[src/adq_pkg.sv]
// Constants, register map and types for the converter queue and acquisition timer
package adq_pkg;
    // ========================================================================
    // Register bus geometry
    localparam int ADDR_W = 5;
    localparam int DATA_W = 32;
    localparam int SEL_W = 4;

    // ========================================================================
    // Register byte offsets
    localparam logic [4:0] OFS_CTRL_A = 5'h00;
    localparam logic [4:0] OFS_CTRL_B = 5'h04;
    localparam logic [4:0] OFS_CTRL_C = 5'h08;
    localparam logic [4:0] OFS_TRIG_EN = 5'h0C;
    localparam logic [4:0] OFS_RES_LO = 5'h10;
    localparam logic [4:0] OFS_RES_HI = 5'h14;
    localparam logic [4:0] OFS_STATUS = 5'h18;

    // ========================================================================
    // Field positions
    localparam int A_POWER = 0;
    localparam int A_GO = 1;
    localparam int A_LOOP = 2;
    localparam int B_QEN = 0;
    localparam int B_LEFT = 1;
    localparam int B_IVL = 2;
    localparam int B_EMPTY = 4;
    localparam int B_OVF = 5;
    localparam int B_PNT = 6;
    localparam int C_DIV = 0;
    localparam int C_ACQ = 3;
    localparam int ST_IRQ = 0;

    // ========================================================================
    // Sizes, counts and encodings
    localparam int RES_W = 10;
    localparam int QDEPTH = 4;
    localparam int PTR_W = 2;
    localparam int TRIG_W = 5;
    localparam logic [3:0] CONV_TADS = 4'h0C;
    localparam logic [3:0] GAP_TADS = 4'h2;
    localparam logic [3:0] ACQ_NONE = 4'h0;
    localparam logic [1:0] IVL_EVERY1 = 2'h0;
    localparam logic [1:0] IVL_EVERY2 = 2'h1;
    localparam logic [1:0] WCNT_FOURTH = 2'h3;
    localparam logic [8:0] TAD_BASE = 9'h002;
    localparam logic [8:0] TAD_ONE = 9'h001;

    // ========================================================================
    // Types
    typedef enum logic [1:0] {ST_IDLE, ST_ACQ, ST_CONV, ST_GAP} adq_state_e;

    typedef struct packed {
        logic [3:0] acq;
        logic [2:0] div;
    } adq_timing_s;

    typedef struct packed {
        logic qen;
        logic left;
        logic [1:0] ivl;
    } adq_queue_cfg_s;
endpackage

[src/adq_result_queue.sv]
// Converter control: result queue, acquisition timer and Wishbone register slave
//
// The register addresses and register access over Wishbone are this design's own decisions.
`timescale 1ns/1ns
// ============================================================================
// Overview of operation
// - Four-entry result queue, enabled by control bit
// - Store at write index, then wrap 3 to 0
// - Empty flag set while nothing unread is held
// - Overflow flag on overwrite of unread entry
// - Two-bit read pointer, ignores software writes
// - Interval selects irq on 1, 2, 4 writes
// - Any sequence start forces read pointer to 00
// - Justification picks which byte read advances pointer
// - Go set by software or enabled trigger
// - Nonzero acquisition time samples then converts automatically
// - Zero acquisition time converts at once on go
// - No status separates acquisition end from conversion
// - Single-shot end clears go, sets irq flag
// - Conversion lasts twelve bit periods until stored
// - Two bit period gap, then the next run while go is set, otherwise idle
module adq_result_queue (
    input wire logic CLK,
    input wire logic RST,
    input wire logic WB_CYC_I,
    input wire logic WB_STB_I,
    input wire logic WB_WE_I,
    input wire logic [adq_pkg::ADDR_W-1:0] WB_ADR_I,
    input wire logic [adq_pkg::SEL_W-1:0] WB_SEL_I,
    input wire logic [adq_pkg::DATA_W-1:0] WB_DAT_I,
    output logic [adq_pkg::DATA_W-1:0] WB_DAT_O,
    output logic WB_ACK_O,
    input wire logic [adq_pkg::TRIG_W-1:0] HW_TRIG,
    input wire logic [adq_pkg::RES_W-1:0] SAMPLE_DATA,
    output logic HOLD_ACTIVE,
    output logic CONVERTER_IRQ_FLAG
);
    import adq_pkg::*;

    // ========================================================================
    // State
    adq_state_e state;
    adq_state_e next_state;
    adq_timing_s timing;
    adq_queue_cfg_s qcfg;
    logic converter_power_on;
    logic go;
    logic loop_mode;
    logic [TRIG_W-1:0] trig_en;
    logic [RES_W-1:0] queue_mem [QDEPTH];
    logic [QDEPTH-1:0] unread;
    logic [PTR_W-1:0] wr_ptr;
    logic [PTR_W-1:0] queue_read_pointer;
    logic [PTR_W-1:0] wcnt;
    logic queue_overflow_flag;
    logic [7:0] div_cnt;
    logic [3:0] tad_cnt;

    // ========================================================================
    // Bus decode
    wire wb_take = WB_CYC_I & WB_STB_I & ~WB_ACK_O;
    wire wr_en = wb_take & WB_WE_I & WB_SEL_I[0];
    wire rd_en = wb_take & ~WB_WE_I;
    wire hit_a = WB_ADR_I == OFS_CTRL_A;
    wire hit_b = WB_ADR_I == OFS_CTRL_B;
    wire hit_c = WB_ADR_I == OFS_CTRL_C;
    wire hit_t = WB_ADR_I == OFS_TRIG_EN;
    wire hit_lo = WB_ADR_I == OFS_RES_LO;
    wire hit_hi = WB_ADR_I == OFS_RES_HI;
    wire hit_s = WB_ADR_I == OFS_STATUS;
    wire wr_a = wr_en & hit_a;

    // ========================================================================
    // Start, abort and bit period timing
    // software go
    wire sw_go = wr_a & WB_DAT_I[A_GO] & ~go & converter_power_on;
    wire trig_go = (|(HW_TRIG & trig_en)) & converter_power_on & ~go & (state == ST_IDLE);
    wire start = sw_go | trig_go;
    // Clearing go or power mid-sequence aborts; the partial result is dropped
    wire abort = wr_a & go & (~WB_DAT_I[A_GO] | ~WB_DAT_I[A_POWER]);
    wire power_off = wr_a & ~WB_DAT_I[A_POWER];
    wire [7:0] tad_top = 8'((TAD_BASE << timing.div) - TAD_ONE);
    wire tad_tick = div_cnt == tad_top;
    wire acq_end = tad_tick & (tad_cnt == timing.acq - 4'h1);
    wire conv_done = (state == ST_CONV) & tad_tick & (tad_cnt == CONV_TADS - 4'h1) & ~abort;
    wire gap_end = (state == ST_GAP) & tad_tick & (tad_cnt == GAP_TADS - 4'h1);
    wire seq_end = conv_done & ~loop_mode;
    // nonzero acquisition time runs a timed sample first
    // zero field goes straight to conversion
    wire acq_zero = timing.acq == ACQ_NONE;
    adq_state_e run_state;
    assign run_state = acq_zero ? ST_CONV : ST_ACQ;

    // Sequencer next state; power loss wins over everything
    always_comb begin
        next_state = state;
        case (state)
            ST_IDLE: begin
                if (start) begin
                    next_state = run_state;
                end
            end
            ST_ACQ: begin
                if (abort) begin
                    next_state = ST_GAP;
                end else if (acq_end) begin
                    next_state = ST_CONV;
                end
            end
            ST_CONV: begin
                if (abort | conv_done) begin
                    next_state = ST_GAP;
                end
            end
            ST_GAP: begin
                // back to idle, or run again while go is set
                // A go written during the gap is held over and runs here, unless written in the gap's last cycle: go then stays set in idle and never runs
                if (gap_end) begin
                    next_state = go ? run_state : ST_IDLE;
                end
            end
            default: begin
                next_state = ST_IDLE;
            end
        endcase
        if (power_off | ~converter_power_on) begin
            next_state = ST_IDLE;
        end
    end

    // Divider and phase counter restart on every phase change
    wire phase_change = next_state != state;
    always_ff @(posedge CLK) begin
        if (RST | phase_change) begin
            div_cnt <= 8'h00;
            tad_cnt <= 4'h0;
        end else if (tad_tick) begin
            div_cnt <= 8'h00;
            tad_cnt <= tad_cnt + 4'h1;
        end else begin
            div_cnt <= div_cnt + 8'h01;
        end
    end

    // Sequencer and the hold switch towards the analog side
    // hold drives the front end only, no register reads it
    always_ff @(posedge CLK) begin
        if (RST) begin
            state <= ST_IDLE;
            HOLD_ACTIVE <= 1'b0;
        end else begin
            state <= next_state;
            HOLD_ACTIVE <= next_state == ST_CONV;
        end
    end

    // ========================================================================
    // Control registers
    // single-shot end clears go
    wire next_go = ~(power_off | ~converter_power_on) & (start | (go & ~(seq_end | abort)));
    always_ff @(posedge CLK) begin
        if (RST) begin
            converter_power_on <= 1'b0;
            go <= 1'b0;
            loop_mode <= 1'b0;
            qcfg <= '0;
            timing <= '0;
            trig_en <= '0;
        end else begin
            go <= next_go;
            if (wr_a) begin
                converter_power_on <= WB_DAT_I[A_POWER];
                loop_mode <= WB_DAT_I[A_LOOP];
            end
            // pointer bits of this word are not writable
            if (wr_en & hit_b) begin
                qcfg <= '{WB_DAT_I[B_QEN], WB_DAT_I[B_LEFT], WB_DAT_I[B_IVL+:2]};
            end
            if (wr_en & hit_c) begin
                timing <= '{WB_DAT_I[C_ACQ+:4], WB_DAT_I[C_DIV+:3]};
            end
            if (wr_en & hit_t) begin
                trig_en <= WB_DAT_I[TRIG_W-1:0];
            end
        end
    end

    // ========================================================================
    // Result queue
    // with the queue off everything lands in entry 0
    wire [PTR_W-1:0] wr_idx = qcfg.qen ? wr_ptr : '0;
    wire [PTR_W-1:0] rd_idx = qcfg.qen ? queue_read_pointer : '0;
    // the byte holding eight result bits closes a read: high when left justified, low otherwise
    wire advance = rd_en & (qcfg.left ? hit_hi : hit_lo);
    wire ovf_set = conv_done & unread[wr_idx];
    wire ovf_clr = wr_en & hit_b & WB_DAT_I[B_OVF];
    // empty while no entry is unread
    wire queue_empty_flag = ~|unread;
    wire [RES_W-1:0] res = queue_mem[rd_idx];

    // Per entry storage and unread bits; a store beats a same-cycle read
    genvar gi;
    generate
        for (gi = 0; gi < QDEPTH; gi++) begin : g_entry
            wire set_e = conv_done & (wr_idx == PTR_W'(gi));
            wire clr_e = advance & (rd_idx == PTR_W'(gi));
            always_ff @(posedge CLK) begin
                if (RST) begin
                    unread[gi] <= 1'b0;
                    queue_mem[gi] <= '0;
                end else begin
                    unread[gi] <= set_e | (unread[gi] & ~clr_e);
                    if (set_e) begin
                        queue_mem[gi] <= SAMPLE_DATA;
                    end
                end
            end
        end
    endgenerate

    // Pointers; a new sequence realigns both so reads follow writes
    always_ff @(posedge CLK) begin
        if (RST) begin
            wr_ptr <= '0;
            queue_read_pointer <= '0;
            queue_overflow_flag <= 1'b0;
        end else begin
            if (start) begin
                wr_ptr <= '0;
                queue_read_pointer <= '0;
            end else begin
                // increment wraps 3 to 0 by width
                if (conv_done & qcfg.qen) begin
                    wr_ptr <= wr_ptr + PTR_W'(1);
                end
                if (advance & qcfg.qen) begin
                    queue_read_pointer <= queue_read_pointer + PTR_W'(1);
                end
            end
            queue_overflow_flag <= ovf_set | (queue_overflow_flag & ~ovf_clr);
        end
    end

    // ========================================================================
    // Interrupt flag
    // interval encoding
    wire ivl_hit = (qcfg.ivl == IVL_EVERY1) ? 1'b1 :
                   (qcfg.ivl == IVL_EVERY2) ? wcnt[0] : (wcnt == WCNT_FOURTH);
    // loop mode raises on the selected write count
    wire irq_set = loop_mode ? (conv_done & ivl_hit) : seq_end;
    wire irq_clr = wr_en & hit_s & WB_DAT_I[ST_IRQ];
    always_ff @(posedge CLK) begin
        if (RST) begin
            wcnt <= '0;
            CONVERTER_IRQ_FLAG <= 1'b0;
        end else begin
            if (start) begin
                wcnt <= '0;
            end else if (conv_done) begin
                wcnt <= wcnt + PTR_W'(1);
            end
            // A new event in the clearing cycle is kept
            CONVERTER_IRQ_FLAG <= irq_set | (CONVERTER_IRQ_FLAG & ~irq_clr);
        end
    end

    // ========================================================================
    // Read data and acknowledge
    wire [7:0] res_lo = qcfg.left ? {res[1:0], 6'h00} : res[7:0];
    wire [7:0] res_hi = qcfg.left ? res[9:2] : {6'h00, res[9:8]};
    wire [7:0] rd_a = {5'h00, loop_mode, go, converter_power_on};
    wire [7:0] rd_b = {queue_read_pointer, queue_overflow_flag, queue_empty_flag,
                       qcfg.ivl, qcfg.left, qcfg.qen};
    wire [7:0] rd_c = {1'b0, timing.acq, timing.div};
    wire [7:0] rd_t = {3'h0, trig_en};
    wire [7:0] rd_s = {7'h00, CONVERTER_IRQ_FLAG};
    // Unmapped addresses still acknowledge and read as zero
    wire [7:0] rd_mux = hit_a ? rd_a : hit_b ? rd_b : hit_c ? rd_c : hit_t ? rd_t :
                        hit_lo ? res_lo : hit_hi ? res_hi : hit_s ? rd_s : 8'h00;

    // One wait-free cycle: ack follows the taking edge, then drops
    always_ff @(posedge CLK) begin
        if (RST) begin
            WB_ACK_O <= 1'b0;
            WB_DAT_O <= '0;
        end else begin
            WB_ACK_O <= wb_take;
            if (rd_en) begin
                WB_DAT_O <= {24'h00_0000, rd_mux};
            end
        end
    end
endmodule

[config.mk]
export PLATFORM = sky130hd
export DESIGN_NAME = adq_result_queue
export DESIGN_NICKNAME = d
export VERILOG_FILES = /design/src/adq_pkg.sv /design/src/adq_result_queue.sv
export SDC_FILE = /design/constraint.sdc
export NUM_CORES = 1
export LEC_CHECK = 0
export BUFFER_PORTS_ARGS = -buffer_cell sky130_fd_sc_hd__buf_2
export CAP_MARGIN = 30
export CORE_MARGIN = 8
export CORE_UTILIZATION = 55
export CTS_CLUSTER_SIZE = 20
export DETAILED_ROUTE_END_ITERATION = 8
export GPL_TIMING_DRIVEN = 0
export PLACE_DENSITY_LB_ADDON = 0.12
export SYNTH_ARGS = -nofsm -noshare
export SYNTH_HDL_FRONTEND = slang
export SYNTH_SLANG_ARGS = --single-unit
export TNS_END_PERCENT = 50
[constraint.sdc]
create_clock -name CLK -period 3.6 [get_ports CLK]
set_input_delay 0.18 -clock CLK [delete_from_list [all_inputs] [get_ports CLK]]
set_output_delay 0.18 -clock CLK [all_outputs]
set_load 0.03 [all_outputs]
== Word-level counts from Yosys, hierarchy flattened ==
Memories as Yosys holds them, arrays and structs flattened.
Cells that the tools add are included.
Word-level totals
  output and inout port bits: 35
  word-level logic and storage cells: 195
  register bits: 55
  memories kept: 1
  bits of input ports: 61
  memory bits (writable): 40
Memories
  queue_mem: depth 4, bits a word 10, read ports 1, clocked after memory_dff 0, write ports 4, RTL line adq_result_queue.sv:50  | logic [RES_W-1:0] queue_mem [QDEPTH];
Operators by class
  add/sub/neg operators: 7
  equality and inequality tests: 23
  order comparisons: 1
  shift operators: 1
  muxes and demuxes: 44
  reduce and logical (&&, ||, !) cells: 11
  bitwise logic cells: 83
Operators by type and width (count)
  $mux W8: 8
  $and A1 B1 Y1: 49
  $mux W10: 4
  $mux W1: 20
  $mux W2: 10
  $or A1 B1 Y1: 17
  $eq A2 B2 Y1 const B: 8
  $not A1 Y1: 16
  $eq A5 B5 Y1 const B: 3
  $eq A5 B4 Y1 const B: 2
  $add A8 B1 Y8 const B: 1
  $eq A2 B1 Y1 const B: 4
  $eq A8 B8 Y1: 1
  $logic_not A2 Y1: 4
  $pmux W2 S4: 1
  $shl A2 B3 Y8 const A: 1
  $sub A8 B1 Y8 const B: 1
  $add A2 B1 Y2 const B: 3
  $and A5 B5 Y5: 1
  $eq A5 B3 Y1 const B: 1
  $logic_not A5 Y1: 1
  $reduce_or A5 Y1: 1
  $add A4 B1 Y4 const B: 1
  $eq A4 B1 Y1 const B: 1
  other kinds (10): 11

== Longest topological paths before layout ==
  depth after elaboration: 16
  mapped depth: 10
  gate-level depth less buffers: 9

== Worst setup path after synthesis ==
OpenSTA, ideal clock, no wires.
  kind: reg2reg
  start point: reg timing (netlist bit rd_c[0])
  end point: mem queue_mem[3][0], enable pin
  stages on the path, launching flop included: 9
  setup time: 0.391 ns
  path slack: 0.608 ns
  data arrival time: 2.601 ns
  required time: 3.209 ns
  period minus slack after synthesis: 2.992 ns
  buffers on the path: 2
  path through: dfxtp_1 > clkbuf_2 > nor2_1 > a22oi_1 > o22a_1 > or4_1 > clkbuf_1 > or3_1 > o21ai_0
RTL lines
  from (decl): RTL line adq_result_queue.sv:44  | adq_timing_s timing;
  from (signal assigned): RTL line adq_result_queue.sv:180  | timing <= '{WB_DAT_I[C_ACQ+:4], WB_DAT_I[C_DIV+:3]};
  to (decl): RTL line adq_result_queue.sv:50

==> qor.txt <==
status: complete, no violations
Clock Path Buffers: 2
crit path max fanout: 10
vias per inst: 5.64
number of fillers in the final layout: 823
Layout Nets: 705
max-slew violations: 0
leakage power: 2.26 nW
Hold Crit Depth: 3
actual slew at the worst max-slew pin: 0.944 ns
FF/Latch Area: 2300 um^2
syn avg cell area: 9.34 um^2
Final min period: 3.00 ns
Post-route DRC: 0
clock-pin slew on the worst setup and hold paths: 0.09 ns
Yosys reg bits: 95
clk root buf: clkbuf_8
initial antenna violation count: 0
top post-synthesis cells by area: edfxtp_1 (23%), dfxtp_1 (21%), and2_1 (5.2%), mux2i_1 (5.0%), nor2_1 (3.7%)
Placer Congestion: 0.918
Site Rows: 35
CP arrival: 3.01 ns
mean routed wirelength per cell: 17.4 um
post-DP HPWL: 10200 um
largest net degree at the start of global routing: 17
area of the multi-input gates: 2660 um^2
post-synthesis sequential area ratio: 0.439
first-pass GRT wire length: 21800 um
Post-Route WL: 13400 um
leading area contributor after synthesis: edfxtp_1
Port Buffers: 42
Critical Path Start Type: register
Min Hold Slack: 0.0587 ns
Worst Setup End Kind: register
Setup Fix Bufs, Post-CTS: 0
FMAX: 334 MHz
vias in the first global route: 4442
DRT Pass-1 Iters: 5
commonest non-fill, non-tap cells in the layout: dfxtp_1 (55), nor2_1 (52), buf_2 (47)
final setup margin: 0.602 ns
share of cells above drive strength 1: 0.175
slew margin rel.: 0.366
final setup fails: 0
Post-synth EDFFs: 40
endpoints failing hold: 0
core area: 9240 um^2
Iteration-0 DRC Markers: 292
Worst VDD drop: 258 uV
Core Util, Final: 0.640
# hold bufs at CTS: 0
Post-Syn Area: 5250 um^2
total congestion overflow: 0
CTS tree: built
post-CTS sizing: 0
H-Tree Depth: 3
max_cap viols: 0
total power: 2.08 mW
worst hold path class: primary input to register
gr usage total: 0.211
Main synth FF type: dfxtp_1
Final Cycle Share: 0.833
Synthesis Warnings: 0
die area: 12900 um^2
clk sinks: 95
commonest non-fill, non-tap cell in the layout: dfxtp_1
n_diodes: 0
io pins: 96
CTS Buf Count: 9
top cell type's share of synthesized area: 0.229
Worst Clk Skew: 0.00880 ns
crit path kind: register to register
Post-DRT Antenna Nets: 0
initial core utilization: 0.568
P&R area growth vs syn: 12.6%
Die Y: 114 um
unrepaired setup endpoints after global routing: false
FFs w/ async S/R, synth: 0
Power Density: 351 nW/um^2
Gate Count Post-Synth: 562
Setup WS pre-CTS: 0.607 ns
CP Data Required Time: 3.61 ns
Die Width: 114 um
Yosys cell types: 67
total number of vias: 4356
worst-skew pair later-pin latency: 0.37 ns
Worst R2R Path Depth: 8
registers in the layout, indices dropped and copies added, names as in the netlist, 2 cells and up:
| signal | count |
|---|---|
| state | 2 |
| trig_en | 5 |
| rd_c | 7 |
| qcfg | 4 |
| wr_ptr | 2 |
| tad_cnt | 4 |
| wcnt | 2 |
| WB_DAT_O | 8 |
| div_cnt | 8 |
| queue_read_pointer | 2 |
| queue_mem | 40 |
| unread | 4 |
where the power goes:
group / switching, mW / internal [mW]
sequential: 0.0164 / 1.15
clock: 0.392 / 0.323
combinational: 0.131 / 0.0689
total: 0.539 / 1.54
routing by layer:
layer	vias to the layer above	routed length, um	global-route usage
met5	-	0	0
met1	2067	5500	0.237
li1	2128	-	-
met3	27	794	0.0359
met2	134	6780	0.384
met4	0	365	0.0906
area by class of cell:
cell class,count,area share
Buffer,56,0.0542
Clock buffer,9,0.0210
Clock inverter,7,0.0125
Inverter,13,0.00826
Multi-Input combinational cell,421,0.450
Sequential cell,95,0.390
Tap cell,129,0.0273
Timing Repair Buffer,43,0.0368
logic make-up (layout without fill, tap and decap cells):
| family | count (synthesis) | count (layout) | share of synthesized area |
|---|---|---|---|
| and+or+nand+nor | 231 | 231 | 0.238 |
| DFF | 95 | 95 | 0.439 |
| muxes | 32 | 32 | 0.0625 |
| other | 1 | 24 | 0.000715 |
| AOI/OAI and AO/OA | 109 | 109 | 0.145 |
| adders and majority gates | 5 | 5 | 0.0119 |
| buffers and inverters | 69 | 128 | 0.0704 |
| xor gates and xnor gates | 20 | 20 | 0.0334 |
synth_stat cells (3+ instances only):
| cell type | n |
|---|---|
| a31o_2 | 4 |
| a22oi_1 | 6 |
| and2_1 | 44 |
| clkbuf_1 | 21 |
| inv_1 | 13 |
| nor3_1 | 17 |
| and3_1 | 10 |
| or3_1 | 3 |
| nor2b_1 | 9 |
| nand2b_1 | 4 |
| a21oi_1 | 27 |
| edfxtp_1 | 40 |
| nor2_1 | 52 |
| ha_1 | 5 |
| o2111ai_1 | 5 |
| buf_2 | 5 |
| dfxtp_1 | 55 |
| o211ai_1 | 3 |
| xnor2_1 | 8 |
| o22ai_1 | 4 |
| a311oi_1 | 3 |
| mux2_2 | 6 |
| a211oi_1 | 11 |
| o21ai_0 | 20 |
| nand4b_1 | 4 |
| nand3_1 | 18 |
| nand4bb_1 | 3 |
| or3b_2 | 4 |
| buf_4 | 25 |
| xor2_1 | 12 |
| a211o_1 | 4 |
| nor4_1 | 3 |
| mux2i_1 | 26 |
| nand2_1 | 44 |
worst paths after layout:
path	startpoint	endpoint	slack, ns
max	rd_c[0]$_SDFFE_PP0P_	queue_mem[1][4]$_SDFFCE_PN0P_	0.60
min	WB_DAT_I[6]	rd_c[6]$_SDFFE_PP0P_	0.06
max reg2reg	rd_c[0]$_SDFFE_PP0P_	queue_mem[1][4]$_SDFFCE_PN0P_	0.60
min reg2reg	WB_DAT_O[6]$_SDFFE_PP0P_	WB_DAT_O[6]$_SDFFE_PP0P_	0.46
worst max-delay path: stages (launching register included):
cell	delay [ns]
dfxtp_1	0.32
clkbuf_2	0.19
nor2_1	0.09
a21oi_1	0.15
o2111ai_1	0.18
or4_1	0.53
clkbuf_1	0.20
nor3_2	0.48
a21o_1	0.51
through the flow:
stage / cells / setup TNS, ns / cell area, um^2
after floorplan: 585 / 0 / 5330
after global placement: 756 / -0.783 / 5700
after detailed placement: 757 / 0 / 5710
after CTS: 773 / 0 / 5910
after global routing: 773 / 0 / 5910
final: 773 / 0 / 5910
Power figures use the tool's default switching activity.
